--- src/sslcs_pkg.sv ---
// Shared constants for the synthesizer startup, lock and clock-stop control block.
`default_nettype none
package sslcs_pkg;
  localparam int unsigned SSLCS_M_W = 10;
  localparam int unsigned SSLCS_NA_W = 3;
  localparam int unsigned SSLCS_DIV_CNT_W = 7;
  localparam int unsigned SSLCS_LOCK_CNT_W = 16;
  // Divider setup after master reset release (pins floating).
  localparam logic [9:0] SSLCS_M_DEF = 10'h1f4;
  localparam logic SSLCS_P_DEF = 1'h0;
  localparam logic [2:0] SSLCS_NA_DEF = 3'h2;
  localparam logic SSLCS_NB_DEF = 1'h0;
  // Largest valid post-divider code (divide by 64).
  localparam logic [2:0] SSLCS_NA_MAX = 3'h5;
  // Default lock qualification delay in clock cycles.
  localparam int unsigned SSLCS_LOCK_DELAY_DEF = 1024;
endpackage
`default_nettype wire

--- src/sslcs_top.sv ---
// Synthesizer divider configuration, lock indication and synchronous output stop.
`timescale 1ns/1ps
`default_nettype none

module sslcs_top #(
  parameter int unsigned LOCK_DELAY = sslcs_pkg::SSLCS_LOCK_DELAY_DEF
) (
  input wire logic clk,
  input wire logic arst_n,
  input wire logic parallel_config_select_n,
  input wire logic [sslcs_pkg::SSLCS_M_W-1:0] pin_feedback_div,
  input wire logic [sslcs_pkg::SSLCS_NA_W-1:0] pin_primary_post_divider,
  input wire logic pin_secondary_half_rate_select,
  input wire logic pin_predivider,
  input wire logic [sslcs_pkg::SSLCS_M_W-1:0] ser_feedback_div,
  input wire logic [sslcs_pkg::SSLCS_NA_W-1:0] ser_primary_post_divider,
  input wire logic ser_secondary_half_rate_select,
  input wire logic ser_predivider,
  input wire logic ser_load,
  input wire logic step_up_command,
  input wire logic step_down_command,
  input wire logic pll_lock_detect,
  input wire logic [1:0] output_stop_n,
  output logic [sslcs_pkg::SSLCS_M_W-1:0] feedback_div,
  output logic [sslcs_pkg::SSLCS_NA_W-1:0] primary_post_divider,
  output logic secondary_half_rate_select,
  output logic predivider,
  output logic lock_pin,
  output logic lock_status,
  output logic first_output,
  output logic second_output
);
  import sslcs_pkg::*;

  // ----------------------------------------------------------------
  // Pin synchronisers
  // ----------------------------------------------------------------
  localparam int unsigned SYNC_W = 1 + SSLCS_M_W + SSLCS_NA_W + 1 + 1 + 1 + 2;
  localparam logic [SYNC_W-1:0] SYNC_RST = {1'h1, {(SYNC_W-3){1'h0}}, 2'h0};
  logic [SYNC_W-1:0] sync1_q, sync2_q;
  wire [SYNC_W-1:0] sync_in = {parallel_config_select_n, pin_feedback_div,
    pin_primary_post_divider, pin_secondary_half_rate_select, pin_predivider,
    pll_lock_detect, output_stop_n};

  always_ff @(posedge clk or negedge arst_n) begin
    if (!arst_n) begin
      sync1_q <= SYNC_RST;
      sync2_q <= SYNC_RST;
    end else begin
      sync1_q <= sync_in;
      sync2_q <= sync1_q;
    end
  end

  wire serial_mode = sync2_q[SYNC_W-1];
  wire [SSLCS_M_W-1:0] pm_s = sync2_q[SYNC_W-2 -: SSLCS_M_W];
  wire [SSLCS_NA_W-1:0] pna_s = sync2_q[7:5];
  wire pnb_s = sync2_q[4];
  wire pp_s = sync2_q[3];
  wire lock_s = sync2_q[2];
  wire [1:0] run_s = sync2_q[1:0];

  // ----------------------------------------------------------------
  // Divider configuration
  // ----------------------------------------------------------------
  logic [SSLCS_M_W-1:0] m_q, m_d;
  logic [SSLCS_NA_W-1:0] na_q, na_d;
  logic nb_q, nb_d, p_q, p_d;

  // Parallel pins win; serial load beats a step in the same cycle.
  always_comb begin
    m_d = m_q;
    na_d = na_q;
    nb_d = nb_q;
    p_d = p_q;
    if (!serial_mode) begin
      m_d = pm_s;
      na_d = pna_s;
      nb_d = pnb_s;
      p_d = pp_s;
    end else if (ser_load) begin
      m_d = ser_feedback_div;
      na_d = ser_primary_post_divider;
      nb_d = ser_secondary_half_rate_select;
      p_d = ser_predivider;
    end else if (step_up_command && !step_down_command) begin
      m_d = m_q + 10'h001;
    end else if (step_down_command && !step_up_command) begin
      m_d = m_q - 10'h001;
    end
  end

  // Reset values are the default setup, in place when master reset rises.
  always_ff @(posedge clk or negedge arst_n) begin
    if (!arst_n) begin
      m_q <= SSLCS_M_DEF;
      na_q <= SSLCS_NA_DEF;
      nb_q <= SSLCS_NB_DEF;
      p_q <= SSLCS_P_DEF;
    end else begin
      m_q <= m_d;
      na_q <= na_d;
      nb_q <= nb_d;
      p_q <= p_d;
    end
  end

  assign feedback_div = m_q;
  assign primary_post_divider = na_q;
  assign secondary_half_rate_select = nb_q;
  assign predivider = p_q;

  // ----------------------------------------------------------------
  // Lock detection
  // ----------------------------------------------------------------
  logic [SSLCS_LOCK_CNT_W-1:0] lock_cnt_q;
  logic lock_q;
  wire loop_change = (m_d != m_q) || (p_d != p_q);
  wire qualify = lock_s && !loop_change;
  wire cnt_done = lock_cnt_q == SSLCS_LOCK_CNT_W'(LOCK_DELAY - 1);

  always_ff @(posedge clk or negedge arst_n) begin
    if (!arst_n) begin
      lock_cnt_q <= '0;
      lock_q <= 1'h0;
    end else if (!qualify) begin
      lock_cnt_q <= '0;
      lock_q <= 1'h0;
    end else if (!lock_q) begin
      lock_cnt_q <= cnt_done ? lock_cnt_q : lock_cnt_q + {{(SSLCS_LOCK_CNT_W-1){1'h0}}, 1'h1};
      lock_q <= cnt_done;
    end
  end

  assign lock_pin = lock_q;
  assign lock_status = lock_q;

  // ----------------------------------------------------------------
  // Output divider and synchronous stop
  // ----------------------------------------------------------------
  logic [SSLCS_DIV_CNT_W-1:0] div_cnt_q;
  wire [SSLCS_DIV_CNT_W-1:0] div_cnt_d = div_cnt_q + 7'h01;
  wire [2:0] na_eff = (na_q > SSLCS_NA_MAX) ? SSLCS_NA_MAX : na_q;
  wire raw_a = div_cnt_d[na_eff];
  wire raw_b = nb_q ? div_cnt_d[na_eff + 3'h1] : raw_a;
  wire [1:0] raw_d = {raw_b, raw_a};
  logic [1:0] en_q;
  logic [1:0] out_q;

  // Each enable moves only while its output is low, so pulses stay whole.
  genvar gi;
  generate
    for (gi = 0; gi < 2; gi++) begin : g_stop
      always_ff @(posedge clk or negedge arst_n) begin
        if (!arst_n) begin
          en_q[gi] <= 1'h0;
          out_q[gi] <= 1'h0;
        end else begin
          en_q[gi] <= raw_d[gi] ? en_q[gi] : run_s[gi];
          out_q[gi] <= raw_d[gi] & (raw_d[gi] ? en_q[gi] : run_s[gi]);
        end
      end
    end
  endgenerate

  // One shared counter keeps coincident edges of both outputs aligned.
  always_ff @(posedge clk or negedge arst_n) begin
    if (!arst_n) begin
      div_cnt_q <= '0;
    end else begin
      div_cnt_q <= div_cnt_d;
    end
  end

  assign first_output = out_q[0];
  assign second_output = out_q[1];
endmodule

`default_nettype wire

--- config.mk ---
export PLATFORM = sky130hd
export DESIGN_NAME = sslcs_top
export DESIGN_NICKNAME = d
export VERILOG_FILES = /design/src/sslcs_pkg.sv /design/src/sslcs_top.sv
export SDC_FILE = /design/constraint.sdc
export NUM_CORES = 1
export LEC_CHECK = 0
export CAP_MARGIN = 30
export CELL_PAD_IN_SITES_DETAIL_PLACEMENT = 1
export CELL_PAD_IN_SITES_GLOBAL_PLACEMENT = 2
export CORE_MARGIN = 8
export CORE_UTILIZATION = 44
export CTS_CLUSTER_DIAMETER = 50
export DETAILED_ROUTE_END_ITERATION = 10
export DONT_BUFFER_PORTS = 1
export GPL_ROUTABILITY_DRIVEN = 0
export PLACE_DENSITY_LB_ADDON = 0.1
export SYNTH_ARGS = -nofsm -noshare
export SYNTH_HDL_FRONTEND = slang
export SYNTH_SLANG_ARGS = --single-unit
--- constraint.sdc ---
create_clock -name clk -period 4.9 [get_ports clk]
set_input_delay 0.49 -clock clk [delete_from_list [all_inputs] [get_ports clk]]
set_output_delay 0.49 -clock clk [all_outputs]
set_load 0.1 [all_outputs]
==> metrics.md <==
| Metric | Value |
|---|---|
| EDFF count, synth | `0` |
| Number of failing hold endpoints at the final stage | `0` |
| Fraction of layout cells with a size suffix above 1 | `12.7%` |
| Critical path's slowest cell | `dfrtp_1` |
| Reg-to-reg slack, setup | `1.83 ns` |
| Ratio of total power to cell area | `370 nW/um2` |
| Netlist cell types | `52` |
| Worst R2R Start | `primary_post_divider[0]` |
| Clock Sinks | `81` |
| Most frequent cells in the layout | `dfrtp_1, nor2_1, xor2_1` |
| #FFs+latches synth | `81` |
| Max-slew violation count | `0` |
| Crit path from | `primary_post_divider[0]` |
| Total power | `1.53 mW` |
| Post-Synthesis Cell Area | `3700 um2` |
| Status | `complete, no violations` |
| CTS max path bufs | `2` |
| Tightest Hold Check Type | `input pin to asynchronous set/reset pin` |
| Critical path, cell by cell | `a21oi_1, inv_1, ha_1, o21ai_0, a21oi_1, or4_1, o211ai_2, mux2_4` |
| Leakage Power | `1.79 nW` |
| DRC | `0` |
| Crit path launch type | `flip-flop` |
| Core Util, Final | `50.5%` |
| Data required, critical path | `5.15 ns` |
| Area post-placement | `3820 um2` |
| RSZ-0062 raised after global routing | `no` |
| Syn nets | `387` |
| Cell Rows | `33` |
| Post-Syn Instances | `343` |
| First-pass GRT wire length | `14000 um` |
| Fmax | `325 MHz` |
| DRT Wirelength | `8790 um` |
| Port Buffers | `0` |
| Worst R2R Path Depth | `8` |
| CTS buffer count | `9` |
| Clk_lat worst skew | `0.35 ns` |
| Fin nets | `392` |
| Slew HR | `33.2%` |
| Slew at the pin closest to its max-slew limit | `1.00 ns` |
| H-tree levels | `3` |
| MaxCap Viol Count | `0` |
| Maximum VDD drop | `182 uV` |
| Initial antenna violation count | `1` |
| Final worst-path cycle share | `62.7%` |
| Setup Skew | `0.00808 ns` |
| Worst Setup Path Type | `flip-flop to flip-flop` |
| Post-placement cell count | `437` |
| Pre-Repair DR Iteration Count | `4` |
| Num ports | `58` |
| Crit path depth | `8` |
| Die Footprint | `11600 um2` |
| CTS-repair resized insts | `0` |
| Final ANT Viol Nets | `0` |
| Vias in the first global route | `2626` |
| DR iter-0 viols | `90` |
| Post-detail-place hpwl | `6110 um` |
| Overflow after GRT | `0` |
| Place WS | `1.85 ns` |
| Fin Hold WS | `0.0364 ns` |
| Final non-filler cell total | `458` |
| Routed wire length per instance | `19.2 um` |
| Worst path bufs/invs | `1` |
| Vias/cell | `5.48` |
| Final setup violation count | `0` |
| Final setup margin | `1.83 ns` |
| Initial Util | `45.3%` |
| Critical Path Max Stage Delay | `0.78 ns` |
| Setup bufs post-CTS | `0` |
| Via count | `2511` |
| Area Overhead vs Synth | `11.7%` |
| Clk slew on worst S/H paths | `0.10 ns` |
| CP arrival | `3.32 ns` |
| Top FF cell, synth | `dfrtp_1` |
| Largest net degree at the start of global routing | `82` |
| Total GRT Usage | `15.7%` |
| Register area share after synthesis | `55.1%` |
| CP most frequent cell | `a21oi_1` |
| Shortest period the worst path allows | `3.07 ns` |
| Critical path peak fanout | `7` |
| Root Driver | `clkbuf_8` |
| Crit path capture type | `flip-flop` |
| Syn_area_per_cell | `10.8 um2` |
| CP delay by family, top | `compound AO/OA/AOI/OAI gates` |
| Yosys warning count | `0` |
| Critical Path End | `en_q[1]` |
| Asr flop ratio synth | `100%` |
| Finished layout cell area | `4130 um2` |
| Vert. Die Dim | `108 um` |
| Commonest non-fill, non-tap cell in the layout | `dfrtp_1` |
| Setup TNS | `0 ns` |
| Die W | `108 um` |
| # diodes | `0` |
| R2R Path End | `en_q[1]` |
| CTS tree | `built` |
| Core area | `8180 um2` |
==> logic make-up (layout without fill, tap and decap cells) <==
family          Yosys count  in the layout  synth area share, %
xor+xnor                 45             45                 10.7
fa+ha+maj                 5              5                 1.69
mux                      13             13                 4.02
compound gates           53             53                 9.47
simple gates            113            113                 15.5
buf+inv                  33             43                 3.58
flops                    81             81                 55.1
==> final cells by class <==
class | count | area (um2)
clock buffer | 9 | 124
clock inverter | 7 | 81.3
fill | 887 | 4040
inverter | 18 | 67.6
multi-input combinational | 229 | 1530
sequential | 81 | 2040
tap | 105 | 131
timing repair buffer | 9 | 159
==> cell usage after synthesis (2+ instances only) <==
master	instances	area (um2)
o22ai_1	3	18.8
nand3_1	13	65.1
nor4_2	2	25.0
nor2b_1	3	18.8
mux2i_1	10	100
nor4_1	2	12.5
and3_1	5	31.3
buf_2	4	20.0
or4_1	3	22.5
o221ai_1	3	26.3
o21ai_0	8	40.0
xor2_1	29	254
a31oi_1	5	31.3
dfrtp_1	72	1800
o21a_1	2	15.0
nand3b_1	2	15.0
a21oi_1	18	90.1
nand2b_1	2	12.5
xnor2_1	16	140
inv_1	17	63.8
nand2_1	16	60.1
dfstp_2	9	236
and4_1	2	17.5
o211ai_1	3	22.5
nor2_1	41	154
nand4_1	7	43.8
clkbuf_1	7	26.3
nor3_1	9	45.0
ha_1	5	62.6
buf_1	3	11.3
==> registers in the layout, indices dropped and copies added (netlist names), 2 cells and up <==
register              cells
div_cnt_q                 7
en_q                      2
sync1_q                  19
feedback_div             10
primary_post_divider      3
lock_cnt_q               16
sync2_q                  19
==> report_power, final <==
group          leakage [nW]  switching, mW  internal [mW]  total, mW
Clock                 0.104          0.287          0.205      0.492
Sequential            0.973          0.136          0.710      0.846
Combinational         0.715          0.112         0.0806      0.192
==> worst min-delay path by stage <==
stage | depth (start not counted) | to | slack (ns)
floorplan | 0 | div_cnt_q[0] | 0.19
global placement | 0 | sync2_q[9] | 0.20
detailed placement | 0 | sync1_q[16] | 0.20
CTS | 1 | sync1_q[12] | 0.02
global route | 1 | sync2_q[12] | 0.03
finish | 1 | sync2_q[12] | 0.04
==> routing by layer <==
metal | share of wire (%) | vias up | GRT usage (%) | routed length (um)
li1 | - | 1194 | - | -
met1 | 46 | 1261 | 20.4 | 4040
met2 | 48 | 43 | 24.3 | 4230
met3 | 5.1 | 11 | 5.33 | 446
met4 | 0.75 | 2 | 4.66 | 66
met5 | 0.14 | - | 0 | 12
==> repair_timing <==
| action | in CTS | in global routing |
|---|---|---|
| hold buffers | 1 | 0 |
| hold endpoints to repair | 81 | 0 |
| setup endpoints to repair | 0 | 0 |
Power figures use the tool's default switching activity.
